### src/irq_pkg.sv
// shared constants, types and helpers for the two-level interrupt controller
package irq_pkg;

   // ---------------------------------------------------------------
   // sources, in polling order (index 0 wins among equals)
   // ---------------------------------------------------------------
   localparam int NUM_SRC = 11;
   localparam logic [3:0] SRC_PSM = 4'h0;
   localparam logic [3:0] SRC_WDT = 4'h1;
   localparam logic [3:0] SRC_EXT0 = 4'h2;
   localparam logic [3:0] SRC_ADC = 4'h3;
   localparam logic [3:0] SRC_T0 = 4'h4;
   localparam logic [3:0] SRC_EXT1 = 4'h5;
   localparam logic [3:0] SRC_T1 = 4'h6;
   localparam logic [3:0] SRC_SPI = 4'h7;
   localparam logic [3:0] SRC_UART = 4'h8;
   localparam logic [3:0] SRC_T2 = 4'h9;
   localparam logic [3:0] SRC_TIC = 4'hA;

   // ---------------------------------------------------------------
   // vector addresses
   // ---------------------------------------------------------------
   localparam logic [15:0] VEC_EXT0 = 16'h0003;
   localparam logic [15:0] VEC_T0 = 16'h000B;
   localparam logic [15:0] VEC_EXT1 = 16'h0013;
   localparam logic [15:0] VEC_T1 = 16'h001B;
   localparam logic [15:0] VEC_UART = 16'h0023;
   localparam logic [15:0] VEC_T2 = 16'h002B;
   localparam logic [15:0] VEC_ADC = 16'h0033;
   localparam logic [15:0] VEC_SPI = 16'h003B;
   localparam logic [15:0] VEC_PSM = 16'h0043;
   localparam logic [15:0] VEC_TIC = 16'h0053;
   localparam logic [15:0] VEC_WDT = 16'h005B;
   localparam logic [15:0] VEC_NONE = 16'h0000;

   // ---------------------------------------------------------------
   // secondary enable/priority register
   // ---------------------------------------------------------------
   localparam logic [7:0] SEC_IRQ_ADDR = 8'hA9;
   localparam logic [7:0] SEC_IRQ_RESET = 8'hA0;
   localparam logic [7:0] SFR_READ_IDLE = 8'h00;
   localparam int BIT_EN_SPI = 0;
   localparam int BIT_EN_PSM = 1;
   localparam int BIT_EN_TIC = 2;
   localparam int BIT_LV_SPI = 4;
   localparam int BIT_LV_PSM = 5;
   localparam int BIT_LV_TIC = 6;
   localparam int BIT_UNIMP = 7;
   localparam logic UNIMP_READ = 1'b1;
   localparam logic LEVEL_HIGH = 1'b1;
   localparam logic LEVEL_LOW = 1'b0;

   // ---------------------------------------------------------------
   // types
   // ---------------------------------------------------------------
   typedef struct packed {
      logic wdt;
      logic ext0;
      logic adc;
      logic t0;
      logic ext1;
      logic t1;
      logic uart;
      logic t2;
   } prim_bits_t;

   typedef struct packed {
      logic level;
      logic [3:0] src;
      logic [15:0] vector;
   } dispatch_t;

   typedef enum logic [1:0] {
      ST_IDLE = 2'b00,
      ST_PUSH = 2'b01
   } disp_state_t;

   // ---------------------------------------------------------------
   // helpers
   // ---------------------------------------------------------------
   function automatic logic [15:0] vector_of(input logic [3:0] src);
      logic [15:0] v;
      unique case (src)
         SRC_PSM: v = VEC_PSM;
         SRC_WDT: v = VEC_WDT;
         SRC_EXT0: v = VEC_EXT0;
         SRC_ADC: v = VEC_ADC;
         SRC_T0: v = VEC_T0;
         SRC_EXT1: v = VEC_EXT1;
         SRC_T1: v = VEC_T1;
         SRC_SPI: v = VEC_SPI;
         SRC_UART: v = VEC_UART;
         SRC_T2: v = VEC_T2;
         SRC_TIC: v = VEC_TIC;
         default: v = VEC_NONE;
      endcase
      return v;
   endfunction

   // lowest set index, i.e. first in polling order
   function automatic logic [3:0] first_set(input logic [NUM_SRC-1:0] req);
      logic [3:0] r;
      r = 4'h0;
      for (int i = NUM_SRC - 1; i >= 0; i--) begin
         if (req[i]) begin
            r = 4'(i);
         end
      end
      return r;
   endfunction

endpackage

### src/serial_done_tracker.sv
// completion flag of the serial port, set at end of each byte transfer
`timescale 1ns/1ps
module serial_done_tracker
   import irq_pkg::*;
(
   // clock and reset
   input wire logic mclk,
   input wire logic rst,
   // serial engine status
   input wire logic master_mode,
   input wire logic clock_phase,
   input wire logic master_byte_done,
   input wire logic slave_eighth_clock,
   input wire logic slave_select_n_pin,
   // core side
   input wire logic flag_clear,
   output logic serial_periph_done_flag
);

   // ---------------------------------------------------------------
   // slave-select pin synchroniser
   // ---------------------------------------------------------------
   logic ss_meta;
   logic ss_sync;
   logic ss_late;
   logic ss_stable;
   logic ss_rise;

   always_ff @(posedge mclk or posedge rst) begin
      if (rst) begin
         ss_meta <= 1'b1;
         ss_sync <= 1'b1;
         ss_late <= 1'b1;
      end else begin
         ss_meta <= slave_select_n_pin;
         ss_sync <= ss_meta;
         ss_late <= ss_sync;
      end
   end

   // a level only counts once two stages agree, which filters a single glitch
   always_ff @(posedge mclk or posedge rst) begin
      if (rst) begin
         ss_stable <= 1'b1;
      end else if (ss_sync == ss_late) begin
         ss_stable <= ss_late;
      end
   end

   assign ss_rise = ss_sync && ss_late && !ss_stable;

   // ---------------------------------------------------------------
   // completion flag
   // ---------------------------------------------------------------
   logic set_evt;

   always_comb begin
      if (master_mode) begin
         set_evt = master_byte_done;
      end else if (clock_phase) begin
         set_evt = slave_eighth_clock;
      end else begin
         set_evt = ss_rise;
      end
   end

   // set wins over a clear in the same cycle
   always_ff @(posedge mclk or posedge rst) begin
      if (rst) begin
         serial_periph_done_flag <= 1'b0;
      end else if (set_evt) begin
         serial_periph_done_flag <= 1'b1;
      end else if (flag_clear) begin
         serial_periph_done_flag <= 1'b0;
      end
   end

   master_done_a: assert property (@(posedge mclk) disable iff (rst)
      master_mode && master_byte_done |=> serial_periph_done_flag)
      else $error("master byte end did not set completion flag");

   slave_end_a: assert property (@(posedge mclk) disable iff (rst)
      !master_mode && !clock_phase && ss_rise |=> serial_periph_done_flag)
      else $error("slave select release did not set completion flag");

endmodule

### src/two_level_irq_priority.sv
// two-level interrupt controller with fixed polling order and vectoring
// Behaviour
// - every source has a writable level bit, 1 meaning high and 0 meaning low.
// - a pending high-level request preempts a running low-level service routine.
// - when both levels are pending together the high-level request is dispatched first.
// - while a routine of one level runs no further request of that level is accepted.
// - equal-level ties go by order supply monitor, watchdog, ext0, ADC, t0, ext1, t1, SPI, UART, t2, interval.
// - accepting a request first makes the core push its program counter.
// - ext0, t0, ext1, t1, UART, t2, ADC and SPI vector from 0003H to 003BH in steps of eight.
// - supply monitor vectors to 0043H, interval counter to 0053H, watchdog to 005BH, shared flags share one.
// - secondary register bits 0, 1, 2 enable the SPI, supply monitor and interval counter requests.
// - secondary register bits 4, 5, 6 set the level of SPI, supply monitor and interval counter.
// - bit 7 ignores writes, bit 3 is kept zero by software, and the register resets to A0H.
// - each source is gated by its own enable bit.
// - as master the serial completion flag sets after the eighth clock of a byte.
// - as slave the flag sets after the eighth clock with phase 1, or on select release with phase 0.
`timescale 1ns/1ps
module two_level_irq_priority
   import irq_pkg::*;
(
   // clock and reset
   input wire logic mclk,
   input wire logic rst,
   // special-function-register bus
   input wire logic [7:0] sfr_addr,
   input wire logic sfr_wr,
   input wire logic sfr_rd,
   input wire logic [7:0] sfr_wdata,
   output logic [7:0] sfr_rdata,
   // primary enable/level bits held by the core
   input wire logic global_enable,
   input wire prim_bits_t primary_enable,
   input wire prim_bits_t primary_level,
   // source flags
   input wire logic supply_monitor_request,
   input wire logic watchdog_request,
   input wire logic external_zero_request,
   input wire logic [1:0] converter_ready_flags,
   input wire logic timer_zero_overflow,
   input wire logic external_one_request,
   input wire logic timer_one_overflow,
   input wire logic two_wire_done_flag,
   input wire logic [1:0] uart_rx_tx_flags,
   input wire logic timer_two_overflow,
   input wire logic timer_two_external_flag,
   input wire logic interval_counter_request,
   // serial engine status
   input wire logic master_mode,
   input wire logic clock_phase,
   input wire logic master_byte_done,
   input wire logic slave_eighth_clock,
   input wire logic slave_select_n_pin,
   input wire logic serial_flag_clear,
   output logic serial_periph_done_flag,
   // core dispatch handshake
   input wire logic core_boundary,
   input wire logic core_reti,
   output logic irq_pending,
   output logic push_pc,
   output logic load_pc,
   output dispatch_t dispatch,
   output logic in_service_high,
   output logic in_service_low
);

   // ---------------------------------------------------------------
   // secondary enable/priority register
   // ---------------------------------------------------------------
   logic [BIT_UNIMP-1:0] secondary_irq_enable_priority;

   // bit 7 has no storage; bit 3 stores what software writes
   always_ff @(posedge mclk or posedge rst) begin
      if (rst) begin
         secondary_irq_enable_priority <= SEC_IRQ_RESET[BIT_UNIMP-1:0];
      end else if (sfr_wr && sfr_addr == SEC_IRQ_ADDR) begin
         secondary_irq_enable_priority <= sfr_wdata[BIT_UNIMP-1:0];
      end
   end

   always_ff @(posedge mclk or posedge rst) begin
      if (rst) begin
         sfr_rdata <= SFR_READ_IDLE;
      end else if (sfr_rd && sfr_addr == SEC_IRQ_ADDR) begin
         sfr_rdata <= {UNIMP_READ, secondary_irq_enable_priority};
      end else begin
         sfr_rdata <= SFR_READ_IDLE;
      end
   end

   // ---------------------------------------------------------------
   // serial completion flag
   // ---------------------------------------------------------------
   serial_done_tracker u_serial_done (
      .mclk(mclk),
      .rst(rst),
      .master_mode(master_mode),
      .clock_phase(clock_phase),
      .master_byte_done(master_byte_done),
      .slave_eighth_clock(slave_eighth_clock),
      .slave_select_n_pin(slave_select_n_pin),
      .flag_clear(serial_flag_clear),
      .serial_periph_done_flag(serial_periph_done_flag)
   );

   // ---------------------------------------------------------------
   // request gating, index = polling position
   // ---------------------------------------------------------------
   logic [NUM_SRC-1:0] src_flag;
   logic [NUM_SRC-1:0] src_enable;
   logic [NUM_SRC-1:0] src_level;
   logic [NUM_SRC-1:0] gated;
   logic [NUM_SRC-1:0] high_req;
   logic [NUM_SRC-1:0] low_req;

   // shared flags of one source merge onto one vector
   assign src_flag = {interval_counter_request, timer_two_overflow | timer_two_external_flag,
                      |uart_rx_tx_flags, serial_periph_done_flag | two_wire_done_flag, timer_one_overflow,
                      external_one_request, timer_zero_overflow, |converter_ready_flags,
                      external_zero_request, watchdog_request, supply_monitor_request};
   assign src_enable = {secondary_irq_enable_priority[BIT_EN_TIC], primary_enable.t2,
                        primary_enable.uart, secondary_irq_enable_priority[BIT_EN_SPI], primary_enable.t1,
                        primary_enable.ext1, primary_enable.t0, primary_enable.adc, primary_enable.ext0,
                        primary_enable.wdt, secondary_irq_enable_priority[BIT_EN_PSM]};
   assign src_level = {secondary_irq_enable_priority[BIT_LV_TIC], primary_level.t2,
                       primary_level.uart, secondary_irq_enable_priority[BIT_LV_SPI], primary_level.t1,
                       primary_level.ext1, primary_level.t0, primary_level.adc, primary_level.ext0,
                       primary_level.wdt, secondary_irq_enable_priority[BIT_LV_PSM]};
   assign gated = src_flag & src_enable & {NUM_SRC{global_enable}};
   assign high_req = gated & src_level;
   assign low_req = gated & ~src_level;

   // ---------------------------------------------------------------
   // arbitration
   // ---------------------------------------------------------------
   logic can_high;
   logic can_low;
   logic have_cand;
   logic cand_level;
   logic [3:0] cand_src;

   assign can_high = !in_service_high && |high_req;
   assign can_low = !in_service_high && !in_service_low && |low_req;
   assign have_cand = can_high || can_low;
   assign cand_level = can_high ? LEVEL_HIGH : LEVEL_LOW;
   assign cand_src = can_high ? first_set(high_req) : first_set(low_req);

   // ---------------------------------------------------------------
   // dispatch sequence: push, then load the vector
   // ---------------------------------------------------------------
   disp_state_t state;
   logic accept;

   assign accept = state == ST_IDLE && core_boundary && have_cand;

   always_ff @(posedge mclk or posedge rst) begin
      if (rst) begin
         state <= ST_IDLE;
      end else begin
         unique case (state)
            ST_IDLE: state <= accept ? ST_PUSH : ST_IDLE;
            ST_PUSH: state <= ST_IDLE;
         endcase
      end
   end

   always_ff @(posedge mclk or posedge rst) begin
      if (rst) begin
         push_pc <= 1'b0;
         load_pc <= 1'b0;
      end else begin
         push_pc <= accept;
         load_pc <= state == ST_PUSH;
      end
   end

   always_ff @(posedge mclk or posedge rst) begin
      if (rst) begin
         dispatch <= '0;
      end else if (accept) begin
         dispatch <= '{level: cand_level, src: cand_src, vector: vector_of(cand_src)};
      end
   end

   always_ff @(posedge mclk or posedge rst) begin
      if (rst) begin
         irq_pending <= 1'b0;
      end else begin
         irq_pending <= have_cand;
      end
   end

   // a return ends the innermost routine, which is the high one if both run
   always_ff @(posedge mclk or posedge rst) begin
      if (rst) begin
         in_service_high <= 1'b0;
         in_service_low <= 1'b0;
      end else if (state == ST_PUSH) begin
         if (dispatch.level == LEVEL_HIGH) begin
            in_service_high <= 1'b1;
         end else begin
            in_service_low <= 1'b1;
         end
      end else if (core_reti) begin
         if (in_service_high) begin
            in_service_high <= 1'b0;
         end else begin
            in_service_low <= 1'b0;
         end
      end
   end

   // ---------------------------------------------------------------
   // checks
   // ---------------------------------------------------------------
   high_preempts_low_a: assert property (@(posedge mclk) disable iff (rst)
      state == ST_IDLE && core_boundary && in_service_low && !in_service_high && |high_req
      |=> push_pc && dispatch.level == LEVEL_HIGH)
      else $error("high request did not preempt low routine");

   high_first_a: assert property (@(posedge mclk) disable iff (rst)
      accept && |high_req && |low_req && !in_service_high |=> dispatch.level == LEVEL_HIGH)
      else $error("low request dispatched before high");

   same_level_block_a: assert property (@(posedge mclk) disable iff (rst)
      in_service_high && !core_reti && state == ST_IDLE |=> !push_pc)
      else $error("request accepted during high routine");

   poll_order_a: assert property (@(posedge mclk) disable iff (rst)
      accept && gated[SRC_PSM] && (src_level[SRC_PSM] == LEVEL_HIGH || !can_high) |=> dispatch.src == SRC_PSM)
      else $error("polling order not kept");

   push_then_load_a: assert property (@(posedge mclk) disable iff (rst)
      push_pc |=> load_pc ##1 !load_pc)
      else $error("vector load did not follow push");

   ext0_vector_a: assert property (@(posedge mclk) disable iff (rst)
      load_pc && dispatch.src == SRC_EXT0 |-> dispatch.vector == VEC_EXT0)
      else $error("wrong vector for external 0");

   wdt_vector_a: assert property (@(posedge mclk) disable iff (rst)
      load_pc && dispatch.src == SRC_WDT |-> dispatch.vector == VEC_WDT)
      else $error("wrong vector for watchdog");

   global_gate_a: assert property (@(posedge mclk) disable iff (rst)
      !global_enable && state == ST_IDLE |=> !push_pc ##1 !irq_pending || global_enable)
      else $error("request passed with global enable off");

   psm_enable_a: assert property (@(posedge mclk) disable iff (rst)
      accept && !secondary_irq_enable_priority[BIT_EN_PSM] |=> dispatch.src != SRC_PSM)
      else $error("disabled supply monitor dispatched");

   readback_a: assert property (@(posedge mclk) disable iff (rst)
      sfr_rd && sfr_addr == SEC_IRQ_ADDR && !sfr_wr |=> sfr_rdata[BIT_UNIMP] == UNIMP_READ
      && sfr_rdata[BIT_UNIMP-1:0] == $past(secondary_irq_enable_priority))
      else $error("secondary register read back wrong");

endmodule

### config.mk
export PLATFORM = sky130hd
export DESIGN_NAME = two_level_irq_priority
export DESIGN_NICKNAME = d
export VERILOG_FILES = /design/src/irq_pkg.sv /design/src/serial_done_tracker.sv /design/src/two_level_irq_priority.sv
export SDC_FILE = /design/constraint.sdc
export NUM_CORES = 1
export LEC_CHECK = 0
export ABC_AREA = 1
export BUFFER_PORTS_ARGS = -buffer_cell sky130_fd_sc_hd__buf_4
export CAP_MARGIN = 20
export CORE_ASPECT_RATIO = 1.25
export CORE_MARGIN = 4
export CORE_UTILIZATION = 47
export CTS_BUF_LIST = sky130_fd_sc_hd__clkbuf_16
export CTS_CLUSTER_SIZE = 24
export DETAILED_ROUTE_END_ITERATION = 10
export PLACE_DENSITY = 0.8
export SLEW_MARGIN = 15
export SYNTH_ARGS = -nofsm -noshare
export SYNTH_HDL_FRONTEND = slang
export SYNTH_SLANG_ARGS = --single-unit
### constraint.sdc
create_clock -name mclk -period 1.8 [get_ports mclk]
set_input_delay 0.18 -clock mclk [delete_from_list [all_inputs] [get_ports mclk]]
set_output_delay 0.18 -clock mclk [all_outputs]
set_load 0.05 [all_outputs]
==> results of run 1 <==
## logic make-up (layout without fill, tap and decap cells)
kind of cell / count (synthesis) / in the layout
AND/OR/NAND/NOR: 148 / 148
buffers and inverters: 61 / 141
flip-flops: 36 / 36
AO/OA/AOI/OAI: 24 / 24
adder cells (fa/ha/maj): 1 / 1
other: 1 / 10
## flip-flops by register name, indices dropped and copies added, names as in the netlist
name / count
load_pc: 1
dispatch: 10
state: 1
u_serial_done.ss_stable: 1
u_serial_done.ss_meta: 1
sfr_rdata: 8
in_service_low: 1
push_pc: 1
in_service_high: 1
u_serial_done.ss_sync: 1
secondary_irq_enable_priority: 7
irq_pending: 1
u_serial_done.serial_periph_done_flag: 1
u_serial_done.ss_late: 1
## synth_stat cells, types with 2 or more instances
cell and n:
nand4_2 4, nor2_2 3, nand2_4 3, buf_6 2, dfrtp_1 31, nand4_1 11, inv_1 44, buf_4 11
dfstp_2 5, nand2_2 5, nand3_2 4, a21oi_1 12, nor2_1 30, o21ai_0 7, nand3b_1 2, nand2_1 67
o21ai_2 2, nand3_1 9, nor3_1 3
## final cells by class
class,count,area [um2],area share
Clock inverter,3,13.8,0.00476
Timing Repair Buffer,87,656,0.227
Multi-Input combinational cell,183,945,0.326
Sequential cell,36,907,0.313
Inverter,46,178,0.0614
Tap cell,56,70.1,0.0242
Clock buffer,5,125,0.0432
## report_power, final
part	switching [W]	internal, W	total [W]
logic	0.00101	0.000472	0.00148
registers	0.0000946	0.000979	0.00107
clock network	0.000309	0.000502	0.000811
total	0.00141	0.00195	0.00337
## per-stage QoR
step,hold WS (ns),std cells,area (um2)
floorplan,0.184,280,2120
global placement,0.289,406,2720
detailed placement,0.289,406,2720
CTS,0.00426,414,2860
global route,0.0638,416,2890
finish,0.00931,416,2890
## final timing paths
| check | from | end | slack (ns) | cells after the start |
|---|---|---|---|---|
| min reg2reg | u_serial_done.ss_meta | u_serial_done.ss_sync | 0.36 | 0 |
| min in group mclk | core_reti | in_service_high | 0.10 | 2 |
| max in group asynchronous | rst | u_serial_done.ss_stable | 1.45 | 3 |
| min | rst | secondary_irq_enable_priority[1] | 0.009 | 3 |
| max reg2reg | secondary_irq_enable_priority[5] | dispatch[4] | 0.14 | 13 |
| max | secondary_irq_enable_priority[5] | dispatch[4] | 0.14 | 13 |
## worst max-delay path: cells and delay by family (launching register included)
kind | cells | cell delay [ns]
DFF | 1 | 0.54
and+or+nand+nor | 8 | 0.64
AOI/OAI and AO/OA | 1 | 0.14
buffers and inverters | 4 | 0.24
## layer usage
metal / global-route usage / vias up / routed length [um]
met2: 0.357 / 66 / 2620
met4: 0.0730 / 0 / 116
met5: 0 / - / 0
met3: 0.0528 / 10 / 326
met1: 0.194 / 886 / 1800
li1: - / 1003 / -
## repair_timing
action | CTS | global route
setup buffers | 0 | 1
hold buffers | 0 | 1
endpoints found under the hold margin | 0 | 1
resized for setup | 0 | 7
endpoints found under the setup margin | 0 | 7
==> flow_summary.toml, run 1 <==
[setup_path]
slowest_stage = "dfstp_2"
cp-start-kind = "flip-flop"
path_cells = "inv_2 > o21ai_4 > nor2_1 > nand3_2 > nand2_4 > nand2_4 > nand3_4 > inv_6 > nand2_1 > inv_1 > nand3_1 > nand2_1 > inv_1"
max_stage_delay_ns = 0.54
setup.worst_path.class = "reg -> reg"
crit_arrival_ns = 1.83
crit_required_ns = 1.97
crit_path_max_fanout = 10
cp-end-kind = "flip-flop"

[synth]
ys_seq_area_frac = 0.434
synth.distinct_cells = 35
ys_ff_latch = 36
synthTopCellsByArea = "dfrtp_1, nand2_1, inv_1, dfstp_2, nor2_1"
ys_warn_count = 0
synth_top_cell_by_area = "dfrtp_1"
synth_top_area_share = 0.371
synth_compound_area_frac = 0.0629
avgSynthCellArea_um2 = 7.71
muxShareOfSynthArea = 0
syn_inst = 271
synth-xor-area-share = 0
synth_top_family_by_area = "simple AND/OR/NAND/NOR gates"
ys_async_sr_fraction = 1.00
synth_edf_count = 0
synthAdderAreaFrac = 0.00599
synthFlopType = "dfrtp_1"
synthSimpleGateAreaFrac = 0.357
syn_area_um2 = 2090

[pwr]
p_leak_nw = 1.66
total_power_w = 0.00337
powerDensity_nw_per_um2 = 1160
vdd_drop_max_v = 0.000592

[die]
pin_count = 94
core_um2 = 4200
start_util = 0.498
die_area_um2 = 5580
die_w_um = 67.6
fp-row-count = 26
die_y_um = 82.5

[layout]
n_antenna_cell = 0
area_delta_synth_final_pct = 38.5
layout.nets = 419
layout.cells.most_common = "buf_4"
final_cell_mix = "buf_4, nand2_1, inv_1"
drive_gt1_frac = 0.356
fin_util = 0.690
num-fill-cells = 369

[drt]
first_iter_violations = 71
drc = 0
vias = 1965
drt_pass1_iterations = 4
wl_per_cell_um = 11.7
drt-total-wl_mm = 4.86
routed_via_density = 4.72
ant_nets = 0

[clock_network]
clk_latency_ns = 0.28
tritoncts = "yes"
cts_buffers = 5
path_clk_slew_ns = 0.06
htreeDepth = 2
clock-sinks = 36
clockBufferDepth = 2
ctsRootBufferMaster = "clkbuf_16"

[sta]
fmax_mhz = 603
fin_ws_ns = 0.143
period_share = 0.921
setup_viol = 0
finClkSkew_ns = 0.00536
rsz0062_at_grt = "no"
drv_slew = 0
final_hold_viol_count = 0
fin_tns_setup_ns = 0
min_period_ns = 1.66

[grt]
gr-total-overflow = 0
antenna_found_initial = 0
first_global_vias = 1999
grt_max_degree = 37
grt_pass1_wl_mm = 8.07
track_usage = 0.190

[place]
port_buffers = 82
place_congestion = 0.822
dpl.hpwl_mm = 3.98
pre_cts_ws_ns = 0.0432

[hold_path]
min_path_type = "in -> async"

[run_status]
status = "finished, final reports clean"

[flow_run]
drv_cap = 0
Note: power is estimated with default switching activity, not from simulation.
==> inputs of run 2 (changes only) <==
--- a/config.mk
+++ b/config.mk
@@ -10,11 +10,11 @@
 export CAP_MARGIN = 20
 export CORE_ASPECT_RATIO = 1.25
 export CORE_MARGIN = 4
-export CORE_UTILIZATION = 47
+export CORE_UTILIZATION = 43
 export CTS_BUF_LIST = sky130_fd_sc_hd__clkbuf_16
 export CTS_CLUSTER_SIZE = 24
 export DETAILED_ROUTE_END_ITERATION = 10
-export PLACE_DENSITY = 0.8
+export PLACE_DENSITY = 0.77
 export SLEW_MARGIN = 15
 export SYNTH_ARGS = -nofsm -noshare
 export SYNTH_HDL_FRONTEND = slang
==> constraint.sdc (replaced) <==
create_clock -name mclk -period 1.5 [get_ports mclk]
set_input_delay 0.225 -clock mclk [delete_from_list [all_inputs] [get_ports mclk]]
set_output_delay 0.225 -clock mclk [all_outputs]
set_load 0.05 [all_outputs]
==> run 2 against run 1 <==
  * The flow now finishes with violations (negative setup slack)
  * Highest routed layer unchanged
  * Flip-flop and latch count is the same
  * Power grew 30%
  * Clock power grew 23%
  * Die area grew 8.3%
  * Clock skew grew 0.00081 ns
  * Largest power group unchanged
==> flow_summary.toml, run 2 (synthesis gave the netlist of run 1 again) <==
[run_status]
status = "complete, but fails checks"
violations = "negative setup slack"

[layout]
layout.nets = 451
top_register = "dispatch"
area_delta_synth_final_pct = 55.1
n_antenna_cell = 0
drive_gt1_frac = 0.467
largest_reg_flops = 10
post-route-cell-area_um2 = 3240
layout.cells.most_common = "buf_4"
top_regs = "dispatch (10), sfr_rdata (8), secondary_irq_enable_priority (7)"
final_cell_mix = "buf_4, nand2_1, inv_1"
fin_util = 0.685

[drt]
routed_via_density = 4.67
drc = 0
ant_nets = 0
drt_pass1_iterations = 5
drt-total-wl_mm = 5.32
first_iter_violations = 45
wl_per_cell_um = 11.8
vias = 2109

[place]
dpl.hpwl_mm = 4.09
port_buffers = 82
post_dp_cell_area_um2 = 2920
place_congestion = 0.781

[clock_network]
ctsRootBufferMaster = "clkbuf_16"
clockBufferDepth = 2
clock-sinks = 36
cts_buffers = 5
tritoncts = "yes"
postCtsHoldBufs = 0
clk_latency_ns = 0.28
htreeDepth = 2
path_clk_slew_ns = 0.05

[setup_path]
rrSetupSlack_ns = -0.19
cp-end-kind = "flip-flop"
r2r_start = "u_serial_done.serial_periph_done_flag"
cpMostUsedCell = "nand2_4"
crit_arrival_ns = 1.85
slowest_stage = "dfrtp_2"
r2r-end = "dispatch[0]"
cp-start-kind = "flip-flop"
max_stage_delay_ns = 0.40
reg2reg_depth = 12
crit_required_ns = 1.66
setup.worst_path.class = "reg -> reg"
path_cells = "inv_2 > nand2_4 > nand4_4 > nand2_4 > nor2_4 > nand3_2 > nand2_4 > nand2_4 > nand3_4 > buf_4 > inv_2 > or2_1"
crit_path_max_fanout = 7

[pwr]
powerDensity_nw_per_um2 = 1350
total_power_w = 0.00436
vdd_drop_max_v = 0.000789
p_leak_nw = 1.84

[sta]
hold_slack_ns = 0.0506
final_hold_viol_count = 0
setup_viol = 10
period_share = 1.13
rsz0062_at_grt = "yes"
fin_ws_ns = -0.192
fmax_mhz = 591
min_period_ns = 1.69
finClkSkew_ns = 0.00617
drv_slew = 0

[flow_run]
drv_cap = 0

[grt]
track_usage = 0.180
first_global_vias = 2134
grt_pass1_wl_mm = 8.79
gr-total-overflow = 0
grt_max_degree = 37
antenna_found_initial = 0

[die]
die_y_um = 85.9
fp-row-count = 28
pin_count = 94
die_area_um2 = 6050
core_um2 = 4730
die_w_um = 70.4
start_util = 0.442

[hold_path]
min_path_type = "in -> async"
## run 2: layer usage
metal | GRT usage | up-vias | wire, um
li1 | - | 1070 | -
met1 | 0.182 | 961 | 1900
met2 | 0.342 | 68 | 2940
met3 | 0.0563 | 10 | 381
met4 | 0.0610 | 0 | 102
met5 | 0 | - | 0
## run 2: cell type report
cell class / count / area [um2]
Clock buffer: 5 / 125
Clock inverter: 3 / 18.8
Fill cell: 408 / 1490
Inverter: 46 / 180
Multi-Input combinational cell: 183 / 1030
Sequential cell: 36 / 908
Tap cell: 60 / 75.1
Timing Repair Buffer: 118 / 897
Timing Repair inverter: 1 / 3.75
## run 2: how the worst max path moves through the flow
stage                                                      from     endpoint  slack (ns)  depth (start not counted)
final                     u_serial_done.serial_periph_done_flag  dispatch[0]       -0.19                         12
after CTS                      secondary_irq_enable_priority[5]  dispatch[5]       -0.13                         11
after floorplan           u_serial_done.serial_periph_done_flag  dispatch[4]       -0.15                         13
after global placement                            global_enable  dispatch[4]       -0.20                         14
after global routing      u_serial_done.serial_periph_done_flag  dispatch[4]       -0.30                         14
after detailed placement                          global_enable  dispatch[4]       -0.23                         14
## run 2: critical path, delay by kind of cell, from the launching register on
kind | cells | cell delay [ns]
buf+inv | 3 | 0.25
flops | 1 | 0.40
simple gates | 9 | 0.92
## run 2: per-stage QoR
stage,setup TNS (ns),std cells,worst slack [ns]
CTS,-0.669,448,-0.125
global route,-2.39,452,-0.304
detailed placement,-2.98,435,-0.235
finish,-1.18,452,-0.192
floorplan,-0.637,280,-0.154
global placement,-2.55,435,-0.199
## run 2: where the power goes
group | total (W) | internal [W] | switching (W)
logic | 0.00207 | 0.000734 | 0.00133
registers | 0.00130 | 0.00118 | 0.000124
clock network | 0.000994 | 0.000611 | 0.000383
## run 2: repair_timing
action,in CTS,in global routing
endpoints found under the hold margin,0,0
setup endpoints to repair,10,11
pin swaps,3,10
cloned,1,0
gates resized for setup,10,23
buffers inserted,4,4
==> inputs of run 3 (changes only) <==
--- a/config.mk
+++ b/config.mk
@@ -6,15 +6,17 @@
 export NUM_CORES = 1
 export LEC_CHECK = 0
 export ABC_AREA = 1
-export BUFFER_PORTS_ARGS = -buffer_cell sky130_fd_sc_hd__buf_4
 export CAP_MARGIN = 20
+export CELL_PAD_IN_SITES_DETAIL_PLACEMENT = 1
+export CELL_PAD_IN_SITES_GLOBAL_PLACEMENT = 1
 export CORE_ASPECT_RATIO = 1.25
 export CORE_MARGIN = 4
-export CORE_UTILIZATION = 43
+export CORE_UTILIZATION = 39
 export CTS_BUF_LIST = sky130_fd_sc_hd__clkbuf_16
 export CTS_CLUSTER_SIZE = 24
 export DETAILED_ROUTE_END_ITERATION = 10
-export PLACE_DENSITY = 0.77
+export DONT_BUFFER_PORTS = 1
+export PLACE_DENSITY_LB_ADDON = 0.1
 export SLEW_MARGIN = 15
 export SYNTH_ARGS = -nofsm -noshare
 export SYNTH_HDL_FRONTEND = slang
==> run 3 against run 2 <==
  * The run still ends with negative setup slack left
  * Critical path type unchanged
  * Via count down 16%
  * Largest power group is now sequential cells
  * Register-to-register slack about the same
  * Non-clock buffer count down 92
  * Cell count down 20%
  * Worst setup slack worse by 0.014 ns
  * Flip-flop and latch count unchanged
  * Routed wire length down 0.66%
  * Combinational power down 34%
  * Maximum frequency down 0.82%
  * Power down 7.1%
==> flow_summary.toml, run 3 (synthesis gave the netlist of run 1 again) <==
[run_status]
status = "complete, but fails checks"
violations = "negative setup slack"

[grt]
gr-total-overflow = 0
grt_max_degree = 37
antenna_found_initial = 0
grt_pass1_wl_mm = 8.86
first_global_vias = 1954
track_usage = 0.167

[drt]
routed_via_density = 4.91
drc = 0
drt-total-wl_mm = 5.29
first_iter_violations = 37
ant_nets = 0
drt_pass1_iterations = 5
vias = 1779
wl_per_cell_um = 14.6

[sta]
finClkSkew_ns = 0.00460
drv_slew = 0
fin_ws_ns = -0.206
hold_slack_ns = 0.0394
fmax_mhz = 586
final_hold_viol_count = 0
setup_viol = 11
min_period_ns = 1.71
rsz0062_at_grt = "yes"
fin_tns_setup_ns = -1.71
period_share = 1.14

[clock_network]
cts_buffers = 5
clockBufferDepth = 2
ctsRootBufferMaster = "clkbuf_16"
clock-sinks = 36
clk_latency_ns = 0.28
tritoncts = "yes"
path_clk_slew_ns = 0.05
htreeDepth = 2

[layout]
area_delta_synth_final_pct = 23.1
top_register = "dispatch"
drive_gt1_frac = 0.300
layout.cells.most_common = "nand2_1"
layout.nets = 359
num-fill-cells = 653
final_cells = 362
n_antenna_cell = 0
multi_input_area_um2 = 1030
largest_reg_flops = 10
top_regs = "dispatch (10), sfr_rdata (8), secondary_irq_enable_priority (7)"
seq_area_um2 = 908
final_cell_mix = "nand2_1, inv_1, dfrtp_1"

[place]
port_buffers = 0
dpl.hpwl_mm = 4.05
place_congestion = 0.733
placedCellCount = 347

[pwr]
p_leak_nw = 1.41
p_seq_frac = 0.424
combPwrFrac = 0.338
intPower_w = 0.00227
swShare = 0.440
powerDensity_nw_per_um2 = 1580
power.clock.fraction = 0.239
p_sw_w = 0.00178
vdd_drop_max_v = 0.000614

[setup_path]
cp-startpoint = "u_serial_done.serial_periph_done_flag"
r2r_start = "u_serial_done.serial_periph_done_flag"
cp-end-kind = "flip-flop"
crit_path_max_fanout = 5
cp-start-kind = "flip-flop"
crit_arrival_ns = 1.88
setup.worst_path.class = "reg -> reg"
crit_required_ns = 1.67

[flow_run]
drv_cap = 0

[hold_path]
min_from = "serial_flag_clear"
min_path_type = "in -> reg"

[die]
fp-row-count = 29
die_area_um2 = 6600
pin_count = 94
core_um2 = 5150
die_w_um = 73.5
die_y_um = 89.8
start_util = 0.406
-- run 3: cell count changes in the layout (fill, tap and decap cells not counted), moves of 2 or more --
cell / before / now
buf_4: 115 / 20
clkinv_4: 2 / 0
dlygate4sd3_1: 0 / 2
nand3_1: 7 / 5
nand3_2: 6 / 8
o21ai_1: 3 / 1
-- run 3: power groups by stage --
| stage | Combinational, W | Sequential (W) | Clock [W] |
|---|---|---|---|
| after floorplan | 0.000697 | 0.00189 | 0 |
| after global placement | 0.00110 | 0.00173 | 0 |
| after detailed placement | 0.00112 | 0.00174 | 0 |
| after CTS | 0.00117 | 0.00173 | 0.00100 |
| after global routing | 0.00152 | 0.00175 | 0.00104 |
| final | 0.00137 | 0.00172 | 0.000967 |
-- run 3: critical path, stage by stage, from the launching register on --
cell and delay [ns]:
dfrtp_2 0.40, inv_2 0.07, nand2_4 0.06, nand4_1 0.13, nand2_2 0.10, nor2_4 0.15
nand3_2 0.09, nand2_2 0.09, nand2_4 0.06, nand3_4 0.11, inv_6 0.05, or2_0 0.19
nand2_1 0.07, inv_1 0.03
-- run 3: worst paths after layout --
kind                                                         end  slack (ns)  cells after the start
max reg2reg                                          dispatch[4]       -0.21                     13
min reg2reg                                u_serial_done.ss_sync        0.36                      0
min                        u_serial_done.serial_periph_done_flag        0.04                      1
max                                                  dispatch[4]       -0.21                     13
max in group asynchronous                  u_serial_done.ss_sync        0.66                      3
min in group asynchronous       secondary_irq_enable_priority[1]        0.50                      3
-- run 3: per-layer routing --
layer  share of wire  track usage  vias to the layer above
li1                -            -                      878
met1            0.36        0.178                      853
met5               0            0                        -
met3           0.069       0.0592                        4
met4          0.0068       0.0423                        0
met2            0.57        0.303                       44
-- run 3: repair_timing --
item | in CTS | in global routing
setup endpoints to repair | 11 | 11
pin swaps | 1 | 14
gates resized for setup | 4 | 30
buffers inserted | 1 | 2
gates cloned | 1 | 1
endpoints found under the hold margin | 32 | 0
hold buffers | 2 | 0
-- run 3: metrics by stage --
| step | area [um2] | setup WS (ns) | util | total power, W |
|---|---|---|---|---|
| final | 2570 | -0.206 | 0.499 | 0.00405 |
| after global routing | 2570 | -0.339 | 0.499 | 0.00431 |
| after CTS | 2430 | -0.153 | 0.473 | 0.00390 |
| after detailed placement | 2250 | -0.146 | 0.437 | 0.00287 |
| after global placement | 2250 | -0.128 | 0.437 | 0.00283 |
| after floorplan | 2140 | -0.154 | - | 0.00258 |
-- run 3: final cells by class --
| class | count | area share |
|---|---|---|
| clock buffer | 5 | 0.0487 |
| multi-input combinational | 183 | 0.401 |
| tap | 62 | 0.0302 |
| timing repair buffer | 26 | 0.0905 |
| sequential | 36 | 0.353 |
| clock inverter | 3 | 0.00487 |
| timing repair inverter | 1 | 0.00146 |
| inverter | 46 | 0.0701 |
